==> config.mk <==
export PLATFORM = sky130hd
export DESIGN_NAME = dps_pin_config
export DESIGN_NICKNAME = d
export VERILOG_FILES = /design/src/hw/dps_pkg.sv /design/src/hw/dps_pin_config.sv
export SDC_FILE = /design/constraint.sdc
export NUM_CORES = 1
export LEC_CHECK = 0
export ABC_AREA = 1
export BUFFER_PORTS_ARGS = -buffer_cell sky130_fd_sc_hd__clkbuf_2
export CELL_PAD_IN_SITES_DETAIL_PLACEMENT = 0
export CELL_PAD_IN_SITES_GLOBAL_PLACEMENT = 1
export CORE_MARGIN = 2
export CORE_UTILIZATION = 35
export CTS_CLUSTER_SIZE = 12
export DETAILED_ROUTE_END_ITERATION = 6
export PLACE_DENSITY = 0.83
export SYNTH_ARGS = -nofsm -noshare
export SYNTH_HDL_FRONTEND = slang
export SYNTH_SLANG_ARGS = --single-unit
==> constraint.sdc <==
create_clock -name clock -period 1.64 [get_ports clock]
set_clock_uncertainty 0.2 [all_clocks]
set_input_delay 0.164 -clock clock [delete_from_list [all_inputs] [get_ports clock]]
set_output_delay 0.164 -clock clock [all_outputs]
set_load 0.05 [all_outputs]
==> src/hw/dps_pkg.sv <==
/*
 * package for the port direction and display pin select block:
 * register indices, field positions, reset values and the pin carrier.
 * assumes a 32-bit apb master with a 12-bit byte address.
 */
package dps_pkg;
	localparam int unsigned ADDR_W = 12;
	// printed offsets are register indices; byte address is four times
	localparam logic [9:0] PORT0_DIR_IDX = 10'h0c1;
	localparam logic [9:0] PORT1_DIR_IDX = 10'h0c3;
	localparam logic [9:0] PORT2_DIR_IDX = 10'h0c5;
	localparam logic [9:0] PIN_SEL_IDX = 10'h0cb;
	localparam logic [7:0] DIR_RESET = 8'h00;
	localparam logic [7:0] PIN_SEL_RESET = 8'h00;
	// only bits 2..5 and 7 of the select register hold state
	localparam logic [7:0] PIN_SEL_MASK = 8'hbc;
	localparam int unsigned RED_SEL_BIT = 2;
	localparam int unsigned GREEN_SEL_BIT = 3;
	localparam int unsigned BLUE_SEL_BIT = 4;
	localparam int unsigned AUX1_SEL_BIT = 5;
	localparam int unsigned AUX2_SEL_BIT = 7;

	// one group of eight pins: level driven and its output enable
	typedef struct packed {
		logic [7:0] out;
		logic [7:0] oe;
	} dps_pins_type;

	// the four shared pins of the display port, bits 2..5 of that port
	typedef struct packed {
		logic [3:0] out;
		logic [3:0] oe;
	} dps_shared_type;

	// byte address of a register index
	function automatic logic [ADDR_W-1:0] dps_addr(input logic [9:0] idx);
		return {idx, 2'b00};
	endfunction
endpackage : dps_pkg

==> src/hw/dps_pin_config.sv <==
/*
 * port direction registers and display pin select register behind an
 * apb slave, with the resulting pin drive and enable for ports 0..2 and
 * for the shared display pins.
 * assumes all inputs come from logic on the same clock (port latches,
 * display signal generator, direction of the display port).
 */
// Local design decision: the APB slave port.
module dps_pin_config
(
	input wire logic clock,
	input wire logic rst_b,
	input wire logic psel,
	input wire logic penable,
	input wire logic pwrite,
	input wire logic [dps_pkg::ADDR_W-1:0] paddr,
	input wire logic [31:0] pwdata,
	input wire logic [3:0] pstrb,
	output logic [31:0] prdata,
	output logic pready,
	output logic pslverr,
	input wire logic [2:0][7:0] port_latch,
	input wire logic [3:0] shared_latch,
	input wire logic [3:0] shared_dir,
	input wire logic osd_red,
	input wire logic osd_green,
	input wire logic osd_blue,
	input wire logic display_aux_out_a,
	input wire logic display_aux_out_b,
	output dps_pkg::dps_pins_type [2:0] port_pins,
	output dps_pkg::dps_shared_type shared_pins
);
	import dps_pkg::*;

	typedef struct packed {
		logic [2:0][7:0] port_direction_reg;
		logic [7:0] display_pin_select_reg;
		logic [31:0] rdata;
		logic ready;
		logic slverr;
		dps_pins_type [2:0] pins;
		dps_shared_type shared;
	} dps_state_type;

	dps_state_type state_r;
	dps_state_type state_nxt;

	// decode: index of a direction register or -1
	function automatic int dir_index(input logic [ADDR_W-1:0] a);
		if (a == dps_addr(PORT0_DIR_IDX)) begin
			return 0;
		end else if (a == dps_addr(PORT1_DIR_IDX)) begin
			return 1;
		end else if (a == dps_addr(PORT2_DIR_IDX)) begin
			return 2;
		end else begin
			return -1;
		end
	endfunction

	logic access;
	logic is_sel;
	int didx;
	logic [7:0] sel;
	logic [7:0] wbyte;

	assign access = psel && penable;
	assign is_sel = (paddr == dps_addr(PIN_SEL_IDX));
	assign didx = dir_index(paddr);
	assign sel = state_r.display_pin_select_reg;
	assign wbyte = pwdata[7:0];

	// next state: bus answer, register writes, pin mux
	always_comb begin
		state_nxt = state_r;
		state_nxt.ready = 1'b0;
		state_nxt.slverr = 1'b0;
		// answer one cycle into the access phase; data latched with it
		if (access && !state_r.ready) begin
			state_nxt.ready = 1'b1;
			state_nxt.rdata = 32'h0000_0000;
			if (didx >= 0) begin
				state_nxt.rdata[7:0] = state_r.port_direction_reg[didx];
			end else if (is_sel) begin
				state_nxt.rdata[7:0] = sel & PIN_SEL_MASK;
			end else begin
				state_nxt.slverr = 1'b1;
			end
		end
		// write lands on the edge where pready is seen high
		if (access && state_r.ready && pwrite && pstrb[0]) begin
			if (didx >= 0) begin
				state_nxt.port_direction_reg[didx] = wbyte;
			end else if (is_sel) begin
				// bits 0, 1 and 6 never store, so they read back zero
				state_nxt.display_pin_select_reg = wbyte & PIN_SEL_MASK;
			end
		end
		// ordinary ports: latch drives, direction bit enables
		for (int p = 0; p < 3; p++) begin
			state_nxt.pins[p].out = port_latch[p];
			state_nxt.pins[p].oe = state_r.port_direction_reg[p];
		end
		// port 1 bit 0: second aux output when select bit 7 is one
		if (sel[AUX2_SEL_BIT]) begin
			state_nxt.pins[1].out[0] = display_aux_out_b;
			state_nxt.pins[1].oe[0] = 1'b1;
		end
		// shared display pins: zero picks the display signal
		state_nxt.shared.out = shared_latch;
		state_nxt.shared.oe = shared_dir;
		if (!sel[RED_SEL_BIT]) begin
			state_nxt.shared.out[0] = osd_red;
			state_nxt.shared.oe[0] = 1'b1;
		end
		if (!sel[GREEN_SEL_BIT]) begin
			state_nxt.shared.out[1] = osd_green;
			state_nxt.shared.oe[1] = 1'b1;
		end
		if (!sel[BLUE_SEL_BIT]) begin
			state_nxt.shared.out[2] = osd_blue;
			state_nxt.shared.oe[2] = 1'b1;
		end
		if (!sel[AUX1_SEL_BIT]) begin
			state_nxt.shared.out[3] = display_aux_out_a;
			state_nxt.shared.oe[3] = 1'b1;
		end
	end

	// all state in one register; reset leaves ports 0..2 inputs, select zero hands the shared pins to the display signals
	always_ff @(posedge clock or negedge rst_b) begin
		if (!rst_b) begin
			state_r <= '0;
			state_r.port_direction_reg <= {3{DIR_RESET}};
			state_r.display_pin_select_reg <= PIN_SEL_RESET;
		end else begin
			state_r <= state_nxt;
		end
	end

	assign prdata = state_r.rdata;
	assign pready = state_r.ready;
	assign pslverr = state_r.slverr;
	assign port_pins = state_r.pins;
	assign shared_pins = state_r.shared;
endmodule // dps_pin_config

=== Yosys cells after proc, flatten, opt, wreduce, memory -nomap -nowiden ===
Index checks and enable logic that the tools add are counted.

* Flip-flop bits (word level): 95
* Output and inout port bits: 90
* Logic and storage cells: 56

* Order comparisons: 3
* Equality and inequality tests: 4
* Mux-type cells: 24
* Bitwise logic cells: 1
* Reductions and logical operators: 9

{| class="wikitable"
|+ Operators with widths
! operator !! number
|-
| two-way mux 32 bit || 3
|-
| >= comparator 32 x 1 -> 1 bit (second input constant) || 2
|-
| == test 12 x 10 -> 1 bit (second input constant) || 4
|-
| two-way mux 8 bit || 5
|-
| less-than comparator 32 x 4 -> 1 bit (second input constant) || 1
|-
| bitwise mux 24 bit || 1
|-
| binary-select mux 8 bit (select 2 bit) || 1
|-
| demux 8 bit (select 2 bit) || 1
|-
| two-way mux 1 bit || 12
|-
| logical AND 1 bit || 6
|-
| AND reduction 3 bit || 1
|-
| two-way mux 2 bit || 1
|-
| AND reduction 2 bit || 1
|-
| logical NOT 1 bit || 1
|-
| inverter 1 bit || 1
|}

=== Logic depth before layout (Yosys ltp) ===
Gate-level depths: netlist of run 1.

* Word-level depth: 9
* Gate-level depth with buffers: 8

=== Worst setup path before layout of run 1 ===
OpenSTA, ideal clock, no wires.

* Kind: register to register
* Start: register state_r, in the netlist pready
* End: register state_r, in the netlist state_nxt[29]
* Library setup time: 121 ps
* Data arrival time: 1503 ps
* Data required time: 1319 ps
* Path slack: -185 ps
* Cell stages (with the launch flop): 7
* Path through: dfrtp_1 > nand3_1 > nor2_2 > nand3_4 > buf_6 > nand2_1 > o21ai_2

* Longest elaborated chain between the ends: 4

{| class="wikitable"
|+ RTL lines
! item !! RTL line !! RTL
|-
| from (decl) || dps_pin_config.sv:45 || <nowiki>dps_state_type state_r;</nowiki>
|-
| from (signal assigned) || dps_pin_config.sv:137 || <nowiki>state_r <= state_nxt;</nowiki>
|-
| logical AND 1 bit (3 in a row) || dps_pin_config.sv:91 || <nowiki>if (access && state_r.ready && pwrite && pstrb[0]) begin</nowiki>
|-
| AND reduction 2 bit (no source line) || n/a ||
|}

No other way between the ends.
A chain may end at the register's enable or synchronous reset.

=== Worst setup path after layout of run 1 ===
* Start: input port psel
* End: register state_r, in the netlist state_nxt[26]

* Longest elaborated chain between the ends: 5

{| class="wikitable"
|+ RTL lines
! item !! RTL line !! RTL
|-
| from (decl) || dps_pin_config.sv:13 || <nowiki>input wire logic psel,</nowiki>
|-
| logical AND 1 bit || dps_pin_config.sv:67 || <nowiki>assign access = psel && penable;</nowiki>
|-
| logical AND 1 bit (3 in a row) || dps_pin_config.sv:91 ||
|-
| AND reduction 2 bit (no source line) || n/a ||
|}

No other way between the ends.

==> results.yml, run 1 <==
sta:
  period_needed_ns: 1.601
  max_freq_ghz: 0.6248
  holdWs_ns: 0.1734
  setup_tns_ns: 0
  slew_violations: 0
  grt_setup_unrepaired: "yes"
  finalCritPeriodShare_pct: 97.60
  setup_violations: 0
  hold_viol_final: 0
grt:
  antenna_found_initial: 0
  grt_max_degree: 68
  grt_overflow: 0
  grt_pass1_vias: 2976
  grtUsageTotal_pct: 14.43
  grt_pass1_wl_um: 14170
clocking:
  cts_root_buf: "clkbuf_16"
  clk_pin_slew_ns: 0.06
  insertion_delay_ns: 0.34
  cts_buffers: 9
  htree_levels: 3
  cts_tree: "built"
  clock_sinks: 95
  clk_path_buf_depth: 2
setup_path:
  worst_ep_required_time_ns: 1.66
  worstPathArrival_ns: 1.63
  path_common_cell: "nand2_1"
  crit_chain: "dlygate4sd3_1 > clkbuf_2 > nand2_1 > nor2_4 > nand3_4 > buf_12 > nand2_1 > o21ai_2"
  r2r_end: "state_nxt[26]"
  ff2ff_setup_slack_ns: 0.13
  max_stage_delay_ns: 0.53
  path_max_fanout: 16
  endpoint_kind: "register"
  r2r_start: "pready"
  crit_type: "in -> reg"
  reg2reg_depth: 6
  slowest_stage: "dlygate4sd3_1"
  cp-start-kind: "primary input"
yosys:
  ys_warn_count: 0
  yosysSeqAreaShare_pct: 57.07
  synth_area_um2: 4165
  synth_cells: 388
  synth-seq-cells: 95
  yosys.cell_types.count: 24
  synth.avg_cell_area_um2: 10.74
min_path:
  min_to: "prdata[0]"
  min_path_cells: 8
  min_path_type: "in -> reg"
  min-delay-start: "paddr[6]"
place:
  placedCellCount: 601
  dpl.hpwl_um: 5926
  place.gp.congestion: 0.7576
  port_buffers: 128
layout:
  fillers: 1080
  register_area_um2: 2379
  multi_input_comb_area_um2: 1094
  area_growth_pct: 27.73
  antenna_cells: 0
  fin_cells: 668
  fin_nets: 610
  drive_above_1_share_pct: 40.00
route:
  drt-wirelength-per-cell_um: 13.39
  drc_errors: 13
  viasPerCell: 4.277
  wirelength_um: 8947
  drtAntennaViolNets: 0
  dr_total_vias: 2857
  drtIter0Drc: 173
  drt_pass1_iterations: 7
power_and_ir_drop:
  power_leakage_nw: 2.772
  peakVddDrop_mv: 0.4427
  power_density_nw_per_um2: 972.5
floorplanning:
  coreArea_um2: 11520
  die_x_um: 113.1
  fp.dieH_um: 113.1
  ioPinCount: 180
  floorplan.initialDensity_pct: 36.17
  num_rows: 39
  die_area_um2: 12790
status:
  status: "finished, violations left"
  violations: "DRC"
flow_run:
  cap_violations: 0
Yosys cell counts (all sizes together):
master	instances	area, µm²
dfrtp	95	2377
and3	1	6.260
inv	23	86.34
o21ai	34	260.3
nor3	1	10.01
buf	93	706.9
nand2	66	260.3
nand3	39	250.2
a21oi	2	13.76
conb	1	3.750
or2	5	31.28
nor2	28	158.9
report_power, final:
part / switching [mW] / internal (mW)
registers: 0.0205 / 2.40
clock network: 0.869 / 1.18
logic: 0.504 / 0.202
total: 1.39 / 3.78
worst max-delay path: cells and delay by family:
kind	cells	cell delay (ns)
AND/OR/NAND/NOR	4	0.58
buffers and inverters	3	0.81
AO/OA/AOI/OAI	1	0.05
layout by cell type (no fill, tap or decap), types with 5 or more instances in the layout:
cell / Yosys / final
dlygate4sd3_1: 0 / 48
clkbuf_16: 0 / 9
conb_1: 1 / 24
nand3_1: 34 / 34
nor2_4: 4 / 5
inv_1: 21 / 21
or2_2: 5 / 5
o21ai_1: 10 / 10
nor2_1: 20 / 19
nand2_1: 63 / 63
dfrtp_1: 95 / 94
buf_4: 89 / 12
o21ai_2: 24 / 24
clkbuf_2: 0 / 127
sequential cells by signal, indices dropped and copies added (netlist names):
name         cells
state_r          1
port_pins       48
shared_pins      8
pslverr          1
sel              5
prdata           8
pready           1
state_nxt       23
stage by stage:
stage	cell area (µm²)	utilization (%)	total power [mW]	setup WS, ns
4_1_cts	5253	45.61	5.251	0.01594
2_1_floorplan	4258	-	2.991	0.03563
3_3_place_gp	4476	38.86	3.073	0.1205
3_5_place_dp	4476	38.86	3.082	0.08379
5_1_grt	5320	46.20	5.372	-0.03598
6_report	5320	46.20	5.174	0.03941
how the worst max path moves through the flow:
stage	from	to	slack, ns	cells past startpoint
floorplan	pready	state_nxt[45]	0.04	6
global placement	pready	state_nxt[10]	0.12	5
detailed placement	paddr[7]	prdata[3]	0.08	8
CTS	psel	state_nxt[13]	0.02	7
global route	penable	state_nxt[12]	-0.04	8
finish	psel	state_nxt[26]	0.04	8
final cells by class:
class	instances	area share, %
sequential	95	44.71
timing repair buffer	191	24.18
multi-input combinational	200	20.56
clock buffer	9	4.233
tap	143	3.363
inverter	23	1.623
clock inverter	7	1.341
per-layer routing:
| layer | up-vias | GRT usage, % | share of wire, % |
|---|---|---|---|
| met5 | - | 0 | 0 |
| met4 | 0 | 8.293 | 3.2 |
| met3 | 16 | 2.785 | 6.3 |
| met2 | 107 | 25.43 | 51 |
| met1 | 1353 | 16.29 | 39 |
| li1 | 1381 | - | - |
cell families (layout without fill, tap and decap cells):
family / count (synthesis) / after routing / synth area share [%]
compound gates: 36 / 36 / 6.578
buf+inv: 116 / 230 / 19.04
flops: 95 / 95 / 57.07
other cells: 1 / 24 / 0.09003
simple gates: 140 / 140 / 17.21
repair_timing:
item	4_1_cts	5_1_grt
setup buffers	0	3
resized for setup	0	2
hold endpoints to repair	157	0
setup endpoints to repair	0	33
hold buffers	48	0
No activity file was read; power rests on OpenSTA's default activity.
==> run 2: changes to the inputs <==
--- a/config.mk
+++ b/config.mk
@@ -14,6 +14,7 @@
 export CTS_CLUSTER_SIZE = 12
 export DETAILED_ROUTE_END_ITERATION = 6
 export PLACE_DENSITY = 0.83
+export RECOVER_POWER = 25
 export SYNTH_ARGS = -nofsm -noshare
 export SYNTH_HDL_FRONTEND = slang
 export SYNTH_SLANG_ARGS = --single-unit
==> results.yml, run 2 (same netlist as run 1, synthesis figures left out) <==
sta:
  slew_headroom_pct: 42.14
  finalCritPeriodShare_pct: 97.59
  period_needed_ns: 1.600
  grt_setup_unrepaired: "yes"
  worst_pin_slew_ns: 0.8679
  max_freq_ghz: 0.6248
  setup_violations: 0
  hold_viol_final: 0
  slew_violations: 0
floorplanning:
  coreArea_um2: 11520
  die_area_um2: 12790
  floorplan.initialDensity_pct: 36.17
  num_rows: 39
  die_x_um: 113.1
  fp.dieH_um: 113.1
  ioPinCount: 180
route:
  dr_total_vias: 2856
  drtAntennaViolNets: 0
  viasPerCell: 4.275
  drt_pass1_iterations: 7
  wirelength_um: 8926
  drc_errors: 13
  drtIter0Drc: 190
  drt-wirelength-per-cell_um: 13.36
layout:
  final_common_cell: "clkbuf_2"
  drive_above_1_share_pct: 40.00
  multi_input_comb_area_um2: 1094
  design_area_um2: 5308
  fin_cells: 668
  layout_common_cells: "clkbuf_2 (127), dfrtp_1 (94), nand2_1 (63)"
  area_growth_pct: 27.43
  register_area_um2: 2379
  fin_nets: 610
  fillers: 1081
  largest_reg_flops: 48
  antenna_cells: 0
clocking:
  htree_levels: 3
  clk_pin_slew_ns: 0.07
  cts_buffers: 9
  clock_sinks: 95
  cts_tree: "built"
  cts_root_buf: "clkbuf_16"
  insertion_delay_ns: 0.34
  clk_path_buf_depth: 2
setup_path:
  r2r_start: "pready"
  path_common_cell: "nand2_1"
  crit_start: "psel"
  worst_ep_required_time_ns: 1.66
  ff2ff_setup_slack_ns: 0.13
  r2r_end: "state_nxt[26]"
  endpoint_kind: "register"
  path_delay_family: "buffers and inverters"
  cp-start-kind: "primary input"
  worstPathArrival_ns: 1.63
  slowest_stage: "dlygate4sd3_1"
  path_buf_inv: 3
  crit_type: "in -> reg"
  path_depth: 8
  crit_chain: "dlygate4sd3_1 > clkbuf_2 > nand2_1 > nor2_4 > nand3_4 > buf_12 > nand2_1 > o21ai_2"
  path_max_fanout: 16
  reg2reg_depth: 6
  max_stage_delay_ns: 0.53
  crit_end: "state_nxt[26]"
status:
  violations: "DRC"
  status: "finished, violations left"
grt:
  grt_pass1_vias: 2976
  grtUsageTotal_pct: 14.43
  grt_overflow: 0
  grt_pass1_wl_um: 14170
  antenna_found_initial: 0
  grt_max_degree: 68
place:
  placedCellCount: 601
  port_buffers: 128
  place.gp.congestion: 0.7576
  place_area_um2: 4476
  dpl.hpwl_um: 5926
power_and_ir_drop:
  clockPowerShare_pct: 39.6
  peakVddDrop_mv: 0.4425
  power_density_nw_per_um2: 973.6
  power_switching_mw: 1.391
  power_leakage_nw: 2.767
  p_int_mw: 3.776
  seqPwrFrac_pct: 46.8
  combPwrFrac_pct: 13.6
  switching_share_pct: 26.92
flow_run:
  cap_violations: 0
min_path:
  min_path_type: "in -> reg"
run 2: cell count changes in the layout (fill, tap and decap cells not counted):
cell	previous run	this run
buf_12	4	3
clkbuf_4	0	2
buf_4	12	11
run 2: power groups by stage:
stage | Clock [mW] | Sequential (mW) | Combinational (mW)
finish | 2.05 | 2.42 | 0.701
global route | 2.20 | 2.42 | 0.749
CTS | 2.12 | 2.42 | 0.709
detailed placement | 0 | 2.46 | 0.619
global placement | 0 | 2.46 | 0.612
floorplan | 0 | 2.47 | 0.523
run 2: repair_timing:
action,CTS,global route
hold endpoints to repair,157,0
resized for setup,0,2
setup endpoints to repair,0,33
setup buffers,0,3
hold buffers,48,0
run 2: per-layer routing:
| layer | global-route usage (%) | part of all wire [%] | vias to the layer above |
|---|---|---|---|
| met5 | 0 | 0 | - |
| li1 | - | - | 1382 |
| met3 | 2.785 | 6.6 | 16 |
| met1 | 16.29 | 39 | 1349 |
| met4 | 8.293 | 3.2 | 0 |
| met2 | 25.43 | 51 | 109 |
run 2: worst register-to-register path, delay by kind of cell, from the launching register on:
family,cells,cell delay (ns)
buf+inv,1,0.18
compound gates,1,0.05
flops,1,0.38
simple gates,4,0.58
run 2: worst min path at each step:
stage               slack [ns]  cells past startpoint           from       endpoint
floorplan                -0.33                      0          rst_b   port_pins[0]
global placement         -0.01                      2          rst_b  port_pins[29]
detailed placement       0.003                      2          rst_b  port_pins[31]
CTS                       0.16                      8       paddr[6]      prdata[0]
global route              0.21                      0  state_nxt[41]  port_pins[33]
finish                    0.17                      6       paddr[6]         sel[2]
run 2: per-stage QoR:
step | total power [mW] | setup WS (ns) | utilization, % | hold slack, ns | setup TNS, ns
floorplan | 2.991 | 0.03563 | - | -0.3316 | 0
global placement | 3.073 | 0.1205 | 38.86 | -0.01010 | 0
detailed placement | 3.082 | 0.08379 | 38.86 | 0.003375 | 0
CTS | 5.251 | 0.01594 | 45.61 | 0.1630 | 0
global route | 5.368 | -0.03598 | 46.09 | 0.2122 | -0.2579
finish | 5.168 | 0.03960 | 46.09 | 0.1705 | 0
run 2: area by class of cell:
class / instances / area share [%]
repair buffers: 191 / 24.00
clock inverters: 7 / 1.344
flip-flops and latches: 95 / 44.81
clock buffers: 9 / 4.243
well taps: 143 / 3.371
multi-input cells: 200 / 20.60
inverters: 23 / 1.627
